### src/design/flash_host_pkg.sv
// Constants, types and register map of the parallel NOR flash host controller.
// Assumes a 25 MHz system clock and an APB master that reaches the control registers.
package flash_host_pkg;

  // Clock and strobe timing
  localparam int CLK_PERIOD_NS = 40;
  localparam int T_WP_NS       = 80;   // Write strobe low time
  localparam int T_ACC_NS      = 120;  // Read strobe low time before sampling
  localparam int T_GLITCH_NS   = 5;    // Shortest strobe the flash takes as a cycle
  localparam logic [1:0] WP_CYC  = 2'((T_WP_NS + CLK_PERIOD_NS - 1) / CLK_PERIOD_NS);
  localparam logic [1:0] ACC_CYC = 2'((T_ACC_NS + CLK_PERIOD_NS - 1) / CLK_PERIOD_NS);

  // APB register byte offsets
  localparam logic [7:0] REG_CTRL   = 8'h00;
  localparam logic [7:0] REG_ADDR   = 8'h04;
  localparam logic [7:0] REG_WDATA  = 8'h08;
  localparam logic [7:0] REG_RDATA  = 8'h0C;
  localparam logic [7:0] REG_STATUS = 8'h10;

  // Control register fields
  localparam int CTRL_OP_LSB     = 0;
  localparam int CTRL_SEL_LSB    = 3;
  localparam int CTRL_BYTE_BIT   = 5;
  localparam int CTRL_UNPROT_BIT = 6;
  localparam int CTRL_GO_BIT     = 7;
  localparam int CTRL_HWRST_BIT  = 8;

  // Status register fields
  localparam int STAT_BUSY_BIT    = 0;
  localparam int STAT_NEEDRST_BIT = 1;
  localparam int STAT_REFUSED_BIT = 2;
  localparam int STAT_PROT_BIT    = 3;
  localparam int STAT_TMO_BIT     = 4;

  // Flash geometry and identifier read offsets
  localparam int ADDR_W = 20;
  localparam int DQ_W   = 16;
  localparam int TIMEOUT_STATUS_BIT = 5;
  localparam logic [7:0] ID_OFS_MAKER    = 8'h00;
  localparam logic [7:0] ID_OFS_DEV_WORD = 8'h01;
  localparam logic [7:0] ID_OFS_DEV_BYTE = 8'h02;
  localparam logic [7:0] ID_OFS_PRT_WORD = 8'h02;
  localparam logic [7:0] ID_OFS_PRT_BYTE = 8'h04;
  localparam logic [7:0] PROT_CODE       = 8'h01;
  localparam logic [3:0] RESET_CTRL      = 4'h0;

  // Operations started through the control register
  typedef enum logic [2:0] {
    OP_READ    = 3'h0,
    OP_WRITE   = 3'h1,
    OP_HVID    = 3'h2,
    OP_RESET   = 3'h3,
    OP_AUTOSEL = 3'h4,
    OP_IDREAD  = 3'h5,
    OP_POLL    = 3'h6
  } op_t;

  // Identifier selection
  typedef enum logic [1:0] {
    SEL_MAKER   = 2'h0,
    SEL_DEVICE  = 2'h1,
    SEL_PROTECT = 2'h2
  } id_sel_t;

  typedef enum logic [1:0] {
    CY_IDLE   = 2'h0,
    CY_SETUP  = 2'h1,
    CY_STROBE = 2'h2,
    CY_HOLD   = 2'h3
  } cyc_st_t;

  typedef enum logic [1:0] {
    ST_IDLE  = 2'h0,
    ST_ISSUE = 2'h1,
    ST_WAIT  = 2'h2
  } seq_st_t;

  // Bus cycle engine state
  typedef struct packed {
    cyc_st_t           st;
    logic [1:0]        cnt;
    logic              wr;
    logic              hv;
    logic [18:0]       addr;
    logic              am1;
    logic [DQ_W-1:0]   dq;
    logic              dq_oe;
    logic              ce_n;
    logic              oe_n;
    logic              we_n;
    logic [DQ_W-1:0]   rdata;
    logic              done;
  } cyc_t;

  // Sequencer and register state
  typedef struct packed {
    seq_st_t           st;
    logic [1:0]        step;
    op_t               op;
    id_sel_t           sel;
    logic              byte_mode;
    logic              unprot;
    logic              hwrst;
    logic [ADDR_W-1:0] addr;
    logic [DQ_W-1:0]   wdata;
    logic [DQ_W-1:0]   rdata;
    logic              need_rst;
    logic              refused;
    logic              prot;
    logic              tmo;
    logic [31:0]       prdata;
    logic              pslverr;
  } seq_t;

endpackage : flash_host_pkg

### src/design/flash_cycle.sv
// One flash bus cycle: address setup, strobe pulse, release with data hold.
// Assumes the sequencer starts it only while it reports not busy.
`timescale 1ns/10ps
`default_nettype none
module flash_cycle
  import flash_host_pkg::*;
(
  // Clock and reset
  input  wire logic              I_CLK,
  input  wire logic              I_NRST,
  // Request
  input  wire logic              i_start,
  input  wire logic              i_wr,
  input  wire logic              i_hv,
  input  wire logic [18:0]       i_addr,
  input  wire logic              i_am1,
  input  wire logic [DQ_W-1:0]   i_wdata,
  output logic                   o_busy,
  output logic                   o_done,
  output logic [DQ_W-1:0]        o_rdata,
  // Flash pins
  input  wire logic [DQ_W-1:0]   i_dq,
  output logic [DQ_W-1:0]        o_dq,
  output logic                   o_dq_oe,
  output logic [18:0]            o_addr,
  output logic                   o_am1,
  output logic                   o_ce_n,
  output logic                   o_oe_n,
  output logic                   o_we_n,
  output logic                   o_idv_hv
);

  cyc_t q, d;  // Engine state and its next value

  // Next state of the cycle engine
  always_comb
  begin
    d      = q;
    d.done = 1'b0;
    case (q.st)
      CY_IDLE:
        if (i_start)
        begin
          d.st    = CY_SETUP;
          d.wr    = i_wr;
          d.hv    = i_hv;
          d.addr  = i_addr;
          d.am1   = i_am1;
          d.dq    = i_wdata;
          d.dq_oe = i_wr;
        end
      CY_SETUP:
      begin
        // Address settled; both strobes fall together, so it is stable at the later edge
        d.st   = CY_STROBE;
        d.ce_n = 1'b0;
        d.we_n = ~q.wr;
        d.oe_n = q.wr;
        d.cnt  = q.wr ? WP_CYC - 2'h1 : ACC_CYC - 2'h1;
      end
      CY_STROBE:
        if (q.cnt == 2'h0)
        begin
          // Both strobes rise together while data is still driven
          d.st   = CY_HOLD;
          d.ce_n = 1'b1;
          d.we_n = 1'b1;
          d.oe_n = 1'b1;
          if (!q.wr)
            d.rdata = i_dq;
        end
        else
          d.cnt = q.cnt - 2'h1;
      CY_HOLD:
      begin
        // Release the data bus and the elevated level
        d.st    = CY_IDLE;
        d.dq_oe = 1'b0;
        d.hv    = 1'b0;
        d.done  = 1'b1;
      end
      default:
        d.st = CY_IDLE;
    endcase
  end

  // State register
  always_ff @(posedge I_CLK or negedge I_NRST)
  begin
    if (!I_NRST)
      q <= '{st: CY_IDLE, ce_n: 1'b1, oe_n: 1'b1, we_n: 1'b1, default: '0};
    else
      q <= d;
  end

  // Outputs straight from the state
  assign o_busy  = (q.st != CY_IDLE);
  assign o_done  = q.done;
  assign o_rdata = q.rdata;
  assign o_dq    = q.dq;
  assign o_dq_oe = q.dq_oe;
  assign o_addr  = q.addr;
  assign o_am1   = q.am1;
  assign o_ce_n  = q.ce_n;
  assign o_oe_n  = q.oe_n;
  assign o_we_n  = q.we_n;
  assign o_idv_hv = q.hv;
endmodule : flash_cycle
`default_nettype wire

### src/design/flash_host.sv
// Host controller for a parallel NOR flash: APB registers, command sequences, identifier reads.
// Assumes APB on the same clock; elevated levels are made by external switches on its request.
//
// Notes on behaviour
// Elevated id-pin level identifier read only
// Code selects low, lowest or second high
// Sector on upper bits, 00h unprotected
// Device drives identifier on low byte
// Identifier also reachable by command sequence
// Protected sectors refuse program and erase
// Elevated reset level unprotects sectors temporarily
// Low supply locks out all writes
// Strobe pulses shorter than 5 ns ignored
// Write needs select, write low, output high
// Power-up write strobe gives no command
// Bad sequence returns flash to array read
// Address latched at later falling strobe
// Data latched at earlier rising strobe
// Array read after power-up and algorithms
// Suspended sectors read status in suspend
// Reset command before array read after timeout/identifier
// Reset command returns array read, address ignored
// Reset aborts erase sequence before erasing
// Reset aborts program sequence before programming
// Only reset leaves identifier mode
// Reset after timeout bit returns array read
// Command identifier offsets per word/byte mode
// Reset pin low returns array read
// Commands ignored while programming runs
// Elevated levels and lockout come from detectors
`timescale 1ns/10ps
`default_nettype none
module flash_host
  import flash_host_pkg::*;
#(
  parameter logic [ADDR_W-1:0] UNL_ADR1_W = 20'h00555,  // First unlock address, word mode
  parameter logic [ADDR_W-1:0] UNL_ADR2_W = 20'h002AA,  // Second unlock address, word mode
  parameter logic [ADDR_W-1:0] UNL_ADR1_B = 20'h00AAA,  // First unlock address, byte mode
  parameter logic [ADDR_W-1:0] UNL_ADR2_B = 20'h00555,  // Second unlock address, byte mode
  parameter logic [DQ_W-1:0]   UNL_D1     = 16'h00AA,   // First unlock data
  parameter logic [DQ_W-1:0]   UNL_D2     = 16'h0055,   // Second unlock data
  parameter logic [DQ_W-1:0]   CMD_ID     = 16'h0090,   // Identifier command data
  parameter logic [DQ_W-1:0]   CMD_RST    = 16'h00F0    // Reset command data
)(
  // Clock and reset
  input  wire logic              I_CLK,
  input  wire logic              I_NRST,
  // APB slave
  input  wire logic              PSEL,
  input  wire logic              PENABLE,
  input  wire logic              PWRITE,
  input  wire logic [7:0]        PADDR,
  input  wire logic [31:0]       PWDATA,
  output logic [31:0]            PRDATA,
  output logic                   PREADY,
  output logic                   PSLVERR,
  // Flash pins
  input  wire logic [DQ_W-1:0]   I_FL_DQ,
  output logic [DQ_W-1:0]        O_FL_DQ,
  output logic                   O_FL_DQ_OE,
  output logic [18:0]            O_FL_ADDR,
  output logic                   O_FL_AM1,
  output logic                   O_FL_CE_N,
  output logic                   O_FL_OE_N,
  output logic                   O_FL_WE_N,
  output logic                   O_FL_BYTE_N,
  output logic                   O_FL_RESET_N,
  // Elevated level switch requests
  output logic                   O_FL_IDV_HV,
  output logic                   O_FL_RST_HV
);

  seq_t q, d;                       // Sequencer state and its next value
  logic              cyc_start;     // Start one bus cycle
  logic              cyc_wr;        // Cycle is a write
  logic              cyc_hv;        // Cycle uses elevated id-pin level
  logic [ADDR_W-1:0] cyc_la;        // Logical cycle address
  logic [18:0]       cyc_pa;        // Cycle address on the pins
  logic [DQ_W-1:0]   cyc_wd;        // Cycle write data
  logic              cyc_busy;      // Engine busy
  logic              cyc_done;      // Engine finished a cycle
  logic [DQ_W-1:0]   cyc_rd;        // Engine read data
  logic              apb_wr;        // APB write access phase
  logic              apb_setup;     // APB setup phase
  logic              go_req;        // Software start request
  logic              last_step;     // Final cycle of the operation
  logic [7:0]        id_ofs;        // Command identifier offset

  assign apb_wr    = PSEL && PENABLE && PWRITE;
  assign apb_setup = PSEL && !PENABLE;
  assign go_req    = apb_wr && (PADDR == REG_CTRL) && PWDATA[CTRL_GO_BIT];
  assign last_step = (q.op != OP_AUTOSEL) || (q.step == 2'h2);

  // Offset of the identifier word for command mode
  always_comb
  begin
    case (q.sel)
      SEL_DEVICE:  id_ofs = q.byte_mode ? ID_OFS_DEV_BYTE : ID_OFS_DEV_WORD;
      SEL_PROTECT: id_ofs = q.byte_mode ? ID_OFS_PRT_BYTE : ID_OFS_PRT_WORD;
      default:     id_ofs = ID_OFS_MAKER;
    endcase
  end

  // Address, data and direction of the current cycle
  always_comb
  begin
    cyc_wr = 1'b1;
    cyc_hv = 1'b0;
    cyc_la = q.addr;
    cyc_wd = q.wdata;
    case (q.op)
      OP_READ, OP_POLL:
        cyc_wr = 1'b0;
      OP_HVID:
      begin
        cyc_wr = 1'b0;
        cyc_hv = 1'b1;
      end
      OP_IDREAD:
      begin
        cyc_wr = 1'b0;
        cyc_la = {q.addr[ADDR_W-1:8], id_ofs};
      end
      OP_RESET:
        cyc_wd = CMD_RST;
      OP_AUTOSEL:
        case (q.step)
          2'h0:
          begin
            cyc_la = q.byte_mode ? UNL_ADR1_B : UNL_ADR1_W;
            cyc_wd = UNL_D1;
          end
          2'h1:
          begin
            cyc_la = q.byte_mode ? UNL_ADR2_B : UNL_ADR2_W;
            cyc_wd = UNL_D2;
          end
          default:
          begin
            cyc_la = q.byte_mode ? UNL_ADR1_B : UNL_ADR1_W;
            cyc_wd = CMD_ID;
          end
        endcase
      default:
        cyc_wr = 1'b1;
    endcase
    // Byte mode puts the lowest address bit on the extra pin
    cyc_pa = q.byte_mode ? cyc_la[ADDR_W-1:1] : cyc_la[18:0];
    if (cyc_hv)
    begin
      cyc_pa[6]   = 1'b0;
      cyc_pa[1:0] = q.sel;
    end
  end

  // Sequencer and registers
  always_comb
  begin
    d = q;
    // Register writes take effect in the access phase
    if (apb_wr)
      case (PADDR)
        REG_CTRL:
        begin
          d.byte_mode = PWDATA[CTRL_BYTE_BIT];
          d.unprot    = PWDATA[CTRL_UNPROT_BIT];
          d.hwrst     = PWDATA[CTRL_HWRST_BIT];
        end
        REG_ADDR:  d.addr  = PWDATA[ADDR_W-1:0];
        REG_WDATA: d.wdata = PWDATA[DQ_W-1:0];
        default:   d.addr  = q.addr;
      endcase
    // Read data and error answer are prepared in the setup phase
    if (apb_setup)
    begin
      d.pslverr = 1'b0;
      case (PADDR)
        REG_CTRL:   d.prdata = {23'h0, q.hwrst, 1'b0, q.unprot, q.byte_mode, q.sel, q.op};
        REG_ADDR:   d.prdata = {12'h0, q.addr};
        REG_WDATA:  d.prdata = {16'h0, q.wdata};
        REG_RDATA:  d.prdata = {16'h0, q.rdata};
        REG_STATUS: d.prdata = {27'h0, q.tmo, q.prot, q.refused, q.need_rst,
                                (q.st != ST_IDLE)};
        default:
        begin
          d.prdata  = 32'h0;
          d.pslverr = 1'b1;
        end
      endcase
    end
    case (q.st)
      ST_IDLE:
        if (go_req)
        begin
          d.op      = op_t'(PWDATA[CTRL_OP_LSB +: 3]);
          d.sel     = id_sel_t'(PWDATA[CTRL_SEL_LSB +: 2]);
          d.step    = 2'h0;
          // Array read before a reset command would return stale mode data
          if (op_t'(PWDATA[CTRL_OP_LSB +: 3]) == OP_READ && q.need_rst)
            d.refused = 1'b1;
          else
          begin
            d.refused = 1'b0;
            d.st      = ST_ISSUE;
          end
        end
      ST_ISSUE:
        d.st = ST_WAIT;
      ST_WAIT:
        if (cyc_done)
        begin
          if (!cyc_wr)
            d.rdata = cyc_rd;
          if (!last_step)
          begin
            d.step = q.step + 2'h1;
            d.st   = ST_ISSUE;
          end
          else
          begin
            d.st = ST_IDLE;
            if (q.op == OP_RESET)
              d.need_rst = 1'b0;
            if (q.op == OP_AUTOSEL)
              d.need_rst = 1'b1;
            if (q.op == OP_POLL)
              d.tmo = cyc_rd[TIMEOUT_STATUS_BIT];
            if (q.op == OP_POLL && cyc_rd[TIMEOUT_STATUS_BIT])
              d.need_rst = 1'b1;
            if ((q.op == OP_HVID || q.op == OP_IDREAD) && q.sel == SEL_PROTECT)
              d.prot = (cyc_rd[7:0] == PROT_CODE);
          end
        end
      default:
        d.st = ST_IDLE;
    endcase
    // A hardware reset pulse returns the flash to array read
    if (q.hwrst)
      d.need_rst = 1'b0;
  end

  // State register
  always_ff @(posedge I_CLK or negedge I_NRST)
  begin
    if (!I_NRST)
      q <= '{st: ST_IDLE, op: OP_READ, sel: SEL_MAKER, default: '0};
    else
      q <= d;
  end

  assign cyc_start = (q.st == ST_ISSUE);

  // Bus cycle engine
  flash_cycle u_cycle (
    .I_CLK   (I_CLK),
    .I_NRST  (I_NRST),
    .i_start (cyc_start),
    .i_wr    (cyc_wr),
    .i_hv    (cyc_hv),
    .i_addr  (cyc_pa),
    .i_am1   (q.byte_mode & cyc_la[0]),
    .i_wdata (cyc_wd),
    .o_busy  (cyc_busy),
    .o_done  (cyc_done),
    .o_rdata (cyc_rd),
    .i_dq    (I_FL_DQ),
    .o_dq    (O_FL_DQ),
    .o_dq_oe (O_FL_DQ_OE),
    .o_addr  (O_FL_ADDR),
    .o_am1   (O_FL_AM1),
    .o_ce_n  (O_FL_CE_N),
    .o_oe_n  (O_FL_OE_N),
    .o_we_n  (O_FL_WE_N),
    .o_idv_hv (O_FL_IDV_HV)
  );

  // Outputs
  assign PRDATA       = q.prdata;
  assign PSLVERR      = q.pslverr;
  assign PREADY       = 1'b1;
  assign O_FL_BYTE_N  = ~q.byte_mode;
  assign O_FL_RESET_N = ~q.hwrst;
  assign O_FL_RST_HV  = q.unprot;
endmodule : flash_host
`default_nettype wire

### config.mk
export PLATFORM = sky130hd
export DESIGN_NAME = flash_host
export DESIGN_NICKNAME = d
export VERILOG_FILES = /design/src/design/flash_host_pkg.sv /design/src/design/flash_cycle.sv /design/src/design/flash_host.sv
export SDC_FILE = /design/constraint.sdc
export NUM_CORES = 1
export LEC_CHECK = 0
export BUFFER_PORTS_ARGS = -buffer_cell sky130_fd_sc_hd__buf_2
export CAP_MARGIN = 20
export CORE_MARGIN = 3
export CORE_UTILIZATION = 40
export CTS_BUF_LIST = sky130_fd_sc_hd__clkbuf_4
export DETAILED_ROUTE_END_ITERATION = 8
export PLACE_DENSITY = 0.73
export SETUP_SLACK_MARGIN = 0.05
export SLEW_MARGIN = 20
export SYNTH_ARGS = -nofsm -noshare
export SYNTH_HDL_FRONTEND = slang
export SYNTH_SLANG_ARGS = --single-unit
### constraint.sdc
create_clock -name I_CLK -period 5.3 [get_ports I_CLK]
set_clock_uncertainty 0.15 [all_clocks]
set_input_delay 0.53 -clock I_CLK [delete_from_list [all_inputs] [get_ports I_CLK]]
set_output_delay 0.53 -clock I_CLK [all_outputs]
set_load 0.005 [all_outputs]
After elaboration in Yosys (flattened, before gate mapping)
Index checks and enable logic that the tools add are counted.
Cells by class
  equal/unequal tests: 27
  add/subtract/negate cells: 2
  reduce and logical (&&, ||, !) cells: 44
  mux-type cells: 44
  bitwise logic cells: 4
Operators by type and width (count)
  one-hot mux 20 bit (5 select lines): 1
  one-hot mux 20 bit (2 select lines): 1
  two-way mux 19 bit: 2
  two-way mux 38 bit: 1
  one-hot mux 16 bit (2 select lines): 1
  two-way mux 12 bit: 2
  AND reduction 2 bit: 9
  equality test 8 x 4 -> 1 bit (second input constant): 2
  two-way mux 16 bit: 1
  two-way mux 2 bit: 8
  one-hot mux 8 bit (2 select lines): 1
  AND reduction 4 bit: 4
  two-way mux 1 bit: 14
  nonzero test 2 bit: 7
  one-hot mux 3 bit (2 select lines): 2
  two-way mux 11 bit: 1
  equality test 2 bit (second input constant): 5
  inequality test 2 bit (second input constant): 5
  equality test 3 bit (second input constant): 3
  two-way mux 9 bit: 1
  AND reduction 3 bit: 3
  equality test 2 x 1 -> 1 bit (second input constant): 4
  equality test 8 x 1 -> 1 bit (second input constant): 1
  equality test 8 x 3 -> 1 bit (second input constant): 1
  23 further kinds: 41
Word-level totals
  output and inout bits: 78
  register bits after elaboration: 164
  word-level logic and storage cells: 150

Logic depth before layout (Yosys ltp)
Gate-level depths: netlist of the first run.
  depth after elaboration: 8
  mapped depth: 8
  depth with buffers taken out: 8

Modules after synthesis
A second synthesis of the first run with hierarchy kept.
Second synthesis, totals
  cells, all modules: 685
  area, all modules: 7992.7 um2
By module, submodules not included
  flash_host: cells an instance 463, area each 5001.0 um2, times used 1, seq. area each 2227.1 um2
  flash_cycle: cells an instance 222, area each 2991.6 um2, times used 1, seq. area each 1580.3 um2

Least setup slack after synthesis of the first run
Ideal clock, no wire load.
  path kind: input -> register
  from: input PADDR[3]
  to: register q[35] (netlist bit)
  required time: 5.025 ns
  cell stages on the path: 6
  setup slack: 3.154 ns
  arrival: 1.871 ns
  setup time: 0.125 ns
  path buffers: 2
  cells stage by stage: buf_6 -> nor2_4 -> nand4_4 -> or4b_4 -> buf_6 -> mux2_4
On the way
  cells in the longest elaborated chain, start to end: 4
Ends and longest elaborated chain
  start: declaration: RTL line flash_host.sv:52  | input wire logic [7:0] PADDR,
  logical NOT 8 bit: RTL line flash_host.sv:91  | assign go_req = apb_wr && (PADDR == REG_CTRL) && PWDATA[CTRL_GO_BIT];
  logical AND 1 bit (2 in series): RTL line flash_host.sv:91
  AND reduction 2 bit (no line)
  end signal: assignment: RTL line flash_host.sv:246  | q <= '{st: ST_IDLE, op: OP_READ, sel: SEL_MAKER, default: '0};
  end signal: assignment: RTL line flash_host.sv:248  | q <= d;
  end: declaration: RTL line flash_host.sv:73  | seq_t q, d;
Every way passes these cells.
A chain may end at the register's enable or synchronous reset.

Final worst setup path of the first run
  from: register q[91] (netlist bit)
  to: output O_FL_BYTE_N
On the way
  cells in the longest elaborated chain, start to end: 1
Ends and longest elaborated chain
  NOT 1 bit: RTL line flash_host.sv:281  | assign O_FL_BYTE_N = ~q.byte_mode;
  end: declaration: RTL line flash_host.sv:66  | output logic O_FL_BYTE_N,
Every way passes these cells.

==> results of run 1 <==
[stage by stage]
stage | worst slack [ns] | power, mW | utilization, %
6_report | 2.559 | 2.405 | 44.28
5_1_grt | 2.415 | 2.546 | 44.28
4_1_cts | 2.536 | 2.433 | 44.27
3_5_place_dp | 2.485 | 1.783 | 42.94
3_3_place_gp | 2.524 | 1.757 | 42.94
2_1_floorplan | 3.154 | 1.648 | -
[power by group]
group | switching, mW | total, mW | internal, mW
Clock | 0.373 | 0.650 | 0.277
Sequential | 0.0901 | 1.38 | 1.29
Combinational | 0.186 | 0.375 | 0.188
Total | 0.649 | 2.40 | 1.76
[critical path, delay by kind of cell, from the launching register on]
family | cells | cell delay (ns)
flops | 1 | 1.02
buf+inv | 2 | 0.49
[metal layers]
layer	routed length [um]	vias up
met4	237	4
met2	7675	143
met3	1106	23
met5	21	-
met1	8219	2459
li1	-	2419
[sequential cells by signal (all words and copies together) (netlist names)]
name,cells
q,67
PRDATA,20
u_cycle.o_addr,19
u_cycle.o_dq,16
u_cycle.o_rdata,16
u_cycle.q,5
O_FL_RST_HV,1
PSLVERR,1
u_cycle.o_am1,1
u_cycle.o_ce_n,1
u_cycle.o_done,1
u_cycle.o_dq_oe,1
u_cycle.o_idv_hv,1
u_cycle.o_oe_n,1
u_cycle.o_we_n,1
[area by class of cell]
cell class | count | area (um^2) | area share, %
Clock buffer | 20 | 150.1 | 1.850
Sequential cell | 152 | 3807 | 46.90
Inverter | 18 | 67.56 | 0.8323
Timing Repair Buffer | 117 | 604.3 | 7.445
Antenna cell | 1 | 2.502 | 0.03083
Multi-Input combinational cell | 418 | 3115 | 38.38
Clock inverter | 8 | 83.83 | 1.033
Tap cell | 229 | 286.5 | 3.530
[cells in the final DEF, fill, tap and decap left out, drive strengths merged, types with 5 or more instances in the layout]
cell and n:
o211ai 6, buf 116, conb 13, dfrtp 149
nand2 76, a22oi 19, nand3 5, a21oi 13
ha 13, o31ai 5, nand2b 5, o21ai 63
clkinv 6, nor2 18, mux2 97, a211oi 7
mux2i 10, inv 18, clkbuf 20
[final timing paths]
check,cells past startpoint,start,to
max in group asynchronous,3,I_NRST,u_cycle.o_rdata[15]
worst min register to register,1,u_cycle.o_addr[10],u_cycle.o_addr[10]
worst max-delay path,2,q[91],O_FL_BYTE_N
min in group asynchronous,2,I_NRST,q[88]
worst max register to register,4,q[96],q[50]
worst min-delay path,2,PWDATA[17],q[86]
[repair_timing]
item,in CTS,in global routing
setup buffers,0,0
hold buffers,1,0
hold endpoints to repair,103,0
[logic make-up after synthesis]
kind of cell / synth area share [%]
AOI/OAI and AO/OA: 10.69
other: 0.09843
buffers and inverters: 9.806
xor gates and xnor gates: 0.3444
and+or+nand+nor: 9.823
adders and majority gates: 2.132
DFF: 49.90
muxes: 17.20
==> results by stage, run 1 <==
Timing:
- Static timing analysis puts the maximum clock frequency at 0.3648 GHz.
- Setup repair after global routing left no endpoint under its margin.
- The period utilization is 51.72%.
- The final number of setup-violating endpoints is 0.
- The number of hold-slack violations in the final timing report was 0.
- At the pin with the least slew margin, the transition time is 1.002 ns.
- In this run the tightest slew margin relative to its limit is 33.20%.
- The final count of pins violating max slew is 0.
- For the final routed database, the setup TNS stands at 0 ns.
- Counting I/O delays and the setup requirement, the final critical path takes 2.741 ns.
- Final hold analysis gives a worst-case slack of 0.05942 ns.

Worst setup path:
- By startpoint and endpoint, the worst setup path is classified as reg2out.
- Along the worst path, the maximum fanout reaches 26.
- The category of the worst setup path capture point is an output port.
- The kind of launch point of the worst setup path is a flip-flop.
- The critical path goes through inv_1 > buf_2.
- The worst register-to-register path has a setup slack of 2.70 ns.
- The data arrival time of the critical path is 2.06 ns.
- The critical path required time is 4.62 ns.
- On the worst path, the slowest cell contributes a delay of 1.02 ns.
- The slowest cell on the critical path is sky130_fd_sc_hd__dfrtp_1.

CTS:
- TritonCTS built the clock tree.
- The H-tree was split into 4 levels.
- Clock-pin slew was measured on the worst setup and hold paths at 0.11 ns.
- The tree is rooted in a sky130_fd_sc_hd__clkbuf_4.
- The number of clock buffers added by TritonCTS is 17.
- Post-CTS repair changed the size of 0 cells.
- The clock drives 152 sinks.
- No sink is reached through more buffers than the 2 on the longest clock path.
- The insertion delay of the later-clocked pin in the worst-skew pair is 0.55 ns.

Synthesis:
- The mean post-synth cell area is 11.19 um^2.
- The most used flip-flop cell after synthesis is sky130_fd_sc_hd__dfrtp_1.
- The number of enable flip-flop cells after synthesis is 0.
- The number of warnings issued by yosys is 0.
- Yosys mapped the design onto 59 distinct sky130hd cell types.
- By instance count, the leading cell after synthesis is sky130_fd_sc_hd__dfrtp_1.
- The share of flip-flops with an asynchronous set or reset after synthesis is 100.0%.
- Synthesis inferred 152 register bits.
- In the synthesized netlist, the number of instances is 682.
- Ranked by total cell area, the synthesized netlist is headed by sky130_fd_sc_hd__dfrtp_1 49%, sky130_fd_sc_hd__mux2_2 13%, sky130_fd_sc_hd__buf_4 6.8%.
- Summing the sequential cell areas from Yosys gives 49.90% of the chip area.
- Summing every instance area after synthesis gives 7630 um^2.
- By count the netlist is led by 149 x sky130_fd_sc_hd__dfrtp_1, 91 x sky130_fd_sc_hd__mux2_2, 76 x sky130_fd_sc_hd__nand2_1, 69 x sky130_fd_sc_hd__buf_4, 62 x sky130_fd_sc_hd__o21ai_0.
- The biggest area contributor in the post-synthesis netlist is sky130_fd_sc_hd__dfrtp_1.
- The top-area cell type share of the netlist area is 48.87%.

Detailed routing:
- The final routed DRC violation total is 0.
- The number of antenna-violating nets in the routed design is 0.
- In this run, the number of DRC markers left after iteration 0 of detailed routing was 517.
- After detailed routing, the total wire length is 17260 um.
- The count of vias placed by the detailed router is 5048.
- The via density per instance is 5.242.
- Dividing the detail-routed wire length by the instance count gives 17.92 um.
- The first detailed-routing pass ran for 5 iterations.

Floorplanning:
- The core region is 18330 um^2.
- The top-level port count is 139.
- The die height is 144.1 um.
- The floorplan step defined a die boundary enclosing 20770 um^2.
- Once the floorplan was initialized, standard cells occupied 41.62% of the core.
- Row generation in the floorplan step produced 49 rows.
- The chip width is 144.1 um.

Place:
- The count of input and output buffers is 113.
- The routability congestion estimate is 0.8081.
- In this run the cell area measured after placement is 7871 um^2.
- The half-perimeter wire length after placement is 12890 um.
- The number of placed instances, taps included, is 933.

Cells and area:
- The number of nets at the end of the flow is 798.
- The fraction of final layout cells with drive strength greater than 1 is 34.24%.
- The finished cells cover 8118 um^2.
- The final cell count without fillers is 963.
- Counting the fill cells in the layout gives 1756.
- The signed area change from the synthesized netlist to the final layout is 6.396%.

Flow run:
- The reported max-cap violation count is 0.

Status:
- The run finished with clean final reports.

Global routing:
- After global routing the overflow that remains totals 0.
- The wire length of the first global-routing pass is 27350 um.
- The routing usage on met3 is 4.828%.
- Entering global routing, the biggest net connects 106 pins.
- Global routing used 24.57% of the available met1 tracks.
- The global routing met2 resource utilization is 25.23%.
- The global-route usage over all layers is 17.10%.
- The number of antenna violations at the first check in global routing is 3.
- The via count of the first global-routing pass is 4952.
- The layer flagged by global routing as most heavily used is met2.

Pwr:
- The cell leakage power is 3.889 nW.
- The total power divided by cell area is 296.2 nW/um^2.
- VDD sags by at most 0.1217 mV.

Worst hold path:
- The kind of path behind the tightest hold check is in2reg.
(Power assumes the default switching activity.)
==> run 2: changes to the inputs <==
--- a/config.mk
+++ b/config.mk
@@ -5,13 +5,14 @@
 export SDC_FILE = /design/constraint.sdc
 export NUM_CORES = 1
 export LEC_CHECK = 0
+export ABC_AREA = 1
 export BUFFER_PORTS_ARGS = -buffer_cell sky130_fd_sc_hd__buf_2
 export CAP_MARGIN = 20
 export CORE_MARGIN = 3
 export CORE_UTILIZATION = 40
 export CTS_BUF_LIST = sky130_fd_sc_hd__clkbuf_4
 export DETAILED_ROUTE_END_ITERATION = 8
-export PLACE_DENSITY = 0.73
+export PLACE_DENSITY = 0.75
 export SETUP_SLACK_MARGIN = 0.05
 export SLEW_MARGIN = 20
 export SYNTH_ARGS = -nofsm -noshare
==> constraint.sdc (replaced) <==
create_clock -name I_CLK -period 2.24 [get_ports I_CLK]
set_clock_uncertainty 0.15 [all_clocks]
set_input_delay 0.224 -clock I_CLK [delete_from_list [all_inputs] [get_ports I_CLK]]
set_output_delay 0.224 -clock I_CLK [all_outputs]
set_load 0.005 [all_outputs]
==> run 2 against run 1 <==
Effect of this change: design area rose by 8.9%; via count rose by 26%; hold slack got worse by 0.031 ns; die area rose by 0.63%; critical endpoint is now u_cycle.o_addr[5]; largest power group unchanged.
==> results by stage, run 2 <==
Cells and area:
- The post-route netlist has 22.44% of its cells at a drive strength greater than 1.
- The top register by number of flip-flops is q.
- Once layout is complete, the utilization of the core stands at 47.11%.
- For this run, the post-layout net count is 1068.
- Once layout is complete, the cells apart from fillers number 1241.
- The signed area change from the synthesized netlist to the final layout is 15.12%.
- The total inserted antenna cells is 0.
- The flip-flop count of the largest register, all copies and words added is 67.
- The commonest non-fill, non-tap cell in the layout is sky130_fd_sc_hd__nand2_1.
- In the layout the commonest cells are 208 x sky130_fd_sc_hd__nand2_1, 149 x sky130_fd_sc_hd__dfrtp_1, 112 x sky130_fd_sc_hd__buf_2.

Synthesis:
- The biggest area consumer among synthesized cells is sky130_fd_sc_hd__dfrtp_1.
- By area the synthesized netlist is led by sky130_fd_sc_hd__dfrtp_1 49%, sky130_fd_sc_hd__nand2_1 10%, sky130_fd_sc_hd__buf_4 6.8%.
- In this run, synthesis inferred 0 flip-flops with an integrated enable.
- The share of flip-flops with an asynchronous set or reset after synthesis is 100.0%.
- The instance count of the mapped netlist is 884.
- The number of warnings issued by yosys is 0.
- The commonest cells after synthesis are 208 x sky130_fd_sc_hd__nand2_1, 149 x sky130_fd_sc_hd__dfrtp_1, 81 x sky130_fd_sc_hd__inv_1, 81 x sky130_fd_sc_hd__nand3_1, 70 x sky130_fd_sc_hd__buf_4.
- The mean post-synth cell area is 8.688 um^2.
- The total of flip-flops plus latches after synthesis is 152.
- The cell with the most instances after synthesis is sky130_fd_sc_hd__nand2_1.
- The count of unique library cells instantiated by Yosys is 39.
- Of the synthesized area, sequential elements account for 49.58%.
- The mapped netlist covers 7680 um^2.
- The top cell type by area accounts for 48.55% of the synthesized area.
- For this run, the leading register cell type out of synthesis is sky130_fd_sc_hd__dfrtp_1.

Place:
- The wire-length estimate of the detail-placed layout is 14860 um.
- The number of cells in the design after placement is 1166.
- Routability-driven placement finished with a final weighted congestion of 0.9040.
- The count of input and output buffers is 113.

CTS:
- The later pin in the worst-skew pair is clocked with a latency of 0.56 ns.
- The root buffer cell is sky130_fd_sc_hd__clkbuf_4.
- Clock-pin slew was measured on the worst setup and hold paths at 0.13 ns.
- In this run, CTS created clock tree buffers numbering 17.
- The clock sink count is 152.
- The total number of H-tree levels is 4.
- The deepest clock path buffer count is 2.
- The CTS tree is done.

Global routing:
- Entering global routing, the biggest net connects 59 pins.
- The number of antenna violations at the first check in global routing is 0.
- The wire length of the first global-routing pass is 31420 um.
- The global-route usage over all layers is 19.51%.
- The overall overflow remaining after global route is 0.
- The via count of the first global-routing pass was 5948.

Timing:
- The final number of setup-violating endpoints is 0.
- The final count of pins violating max slew is 0.
- The time the worst path needs with I/O delays and setup is 1.996 ns.
- After routing, the total negative slack on setup checks comes to 0 ns.
- Setup repair after global routing left no endpoint under its margin.
- The transition time at the pin with the least slew margin is 0.6783 ns.
- The number of hold-slack violations in the final timing report came to 0.
- The period utilization is 89.10%.
- The worst pin sits at a relative slew slack of 54.73%.
- The maximum achievable frequency is 0.5010 GHz.

Detailed routing:
- Summed over all nets, wire length on met2 after detailed routing comes to 9609 um.
- The count of vias placed by the detailed router is 6356.
- The final routed DRC violation total is 0.
- The highest metal layer carrying signal wires in the routed design is met4.
- The routed length per instance is 16.19 um.
- The first TritonRoute pass finished after 7 iterations.
- In this run the remaining antenna-violating nets after routing total 0.
- In the final routing, the length of wire on met1 measures 8788 um.
- Wire segments on met3 add up to 1462 um in the final route.
- Summed over all layers, the routed wires come to 20090 um.
- After the first detailed-routing iteration, the DRC count stood at 546.
- The via density per instance is 5.122.

Pwr:
- The cell leakage power is 4.610 nW.
- The peak supply drop is 0.5818 mV.
- Power spread over the standard cell area amounts to 686.9 nW/um^2.

Worst setup path:
- Along the worst path, the maximum fanout reaches 7.
- Measured in cells, the most critical reg-to-reg path has a length of 8.
- The setup path with the least slack is of type reg2reg.
- The critical path required time is 2.54 ns.
- STA classifies the critical path endpoint as a flip-flop.
- For the worst setup path, the data arrival time is 2.29 ns.
- The worst setup path is launched from a flip-flop.

Floorplanning:
- The initial core utilization is 40.92%.
- The area of the core is 18770 um^2.
- The floorplan has 50 rows.
- The die is 144.6 um tall.
- The full die area is 20900 um^2.
- Pin placement for this block handled 139 I/O pins.
- In this run the horizontal extent of the chip is 144.6 um.

Worst hold path:
- The kind of path behind the tightest hold check is in2async.

Flow run:
- The reported max-cap violation count is 0.

Status:
- The flow ran to the end, and the final reports show no timing, DRC or antenna violations.
## run 2: changes by cell type in the layout (fill, tap and decap cells not counted), sizes merged, moves of 42 or more
| cell | previous run | this run |
|---|---|---|
| nor2 | 18 | 61 |
| nand2 | 76 | 218 |
| nand3 | 5 | 81 |
| inv | 18 | 88 |
| mux2 | 97 | 13 |
| dlygate4sd3 | 1 | 43 |
## run 2: layout make-up
cell class | instances | area [um^2]
fillers | 1815 | 9927
well taps | 234 | 292.8
clock buffers | 17 | 127.6
flip-flops and latches | 152 | 3807
repair buffers | 176 | 1177
multi-input cells | 560 | 2908
clock inverters | 15 | 201.4
inverters | 87 | 326.6
## run 2: logic make-up (layout without fill, tap and decap cells)
group / after synthesis / after routing / synth area share, %
flops: 152 / 152 / 49.58
compound gates: 141 / 141 / 11.62
mux: 13 / 13 / 1.906
other cells: 2 / 13 / 0.09779
buf+inv: 183 / 295 / 13.10
simple gates: 380 / 380 / 21.59
fa+ha+maj: 13 / 13 / 2.118
## run 2: stage by stage
stage	setup slack, ns	total power, mW	instance area [um^2]	hold slack (ns)
after floorplan	0.4947	3.821	7721	-0.2216
after global placement	0.3424	4.086	8082	0.08402
after detailed placement	0.2877	4.141	8082	0.08725
after CTS	0.2524	6.134	8841	0.01757
after global routing	0.07330	6.439	8841	0.03277
final	0.2441	6.073	8841	0.02842
## run 2: worst paths after layout
check	startpoint	end	slack, ns
max	q[98]	u_cycle.o_addr[5]	0.24
min	I_NRST	u_cycle.o_addr[15]	0.03
max reg2reg	q[98]	u_cycle.o_addr[5]	0.24
min reg2reg	PRDATA[7]	PRDATA[7]	0.34
max in group asynchronous	I_NRST	PRDATA[0]	1.20
min in group I_CLK	PADDR[6]	PSLVERR	0.08
## run 2: power by group
part / total (mW) / switching (mW) / internal (mW)
logic: 0.980 / 0.543 / 0.437
clock network: 1.93 / 1.04 / 0.890
registers: 3.16 / 0.145 / 3.01
## run 2: per-layer routing
| metal | up-vias | track usage (%) |
|---|---|---|
| met4 | 0 | 4.762 |
| met2 | 261 | 31.55 |
| met1 | 3058 | 26.67 |
| met3 | 22 | 4.630 |
| li1 | 3015 | - |
| met5 | - | 0 |
## run 2: critical path, cell delays in order, from the launching register on
cell	delay (ns)
sky130_fd_sc_hd__dfrtp_1	0.43
sky130_fd_sc_hd__inv_1	0.13
sky130_fd_sc_hd__ha_1	0.19
sky130_fd_sc_hd__inv_1	0.05
sky130_fd_sc_hd__ha_1	0.28
sky130_fd_sc_hd__nand3_1	0.23
sky130_fd_sc_hd__o21ai_0	0.19
sky130_fd_sc_hd__a22oi_1	0.17
sky130_fd_sc_hd__nand2_1	0.06
## run 2: repair_timing
action                                  in CTS  in global routing
endpoints found under the hold margin      233                  0
hold buffers                                43                  0
endpoints found under the setup margin       0                  1
resized for setup                            0                  1
buffers inserted                             0                  0
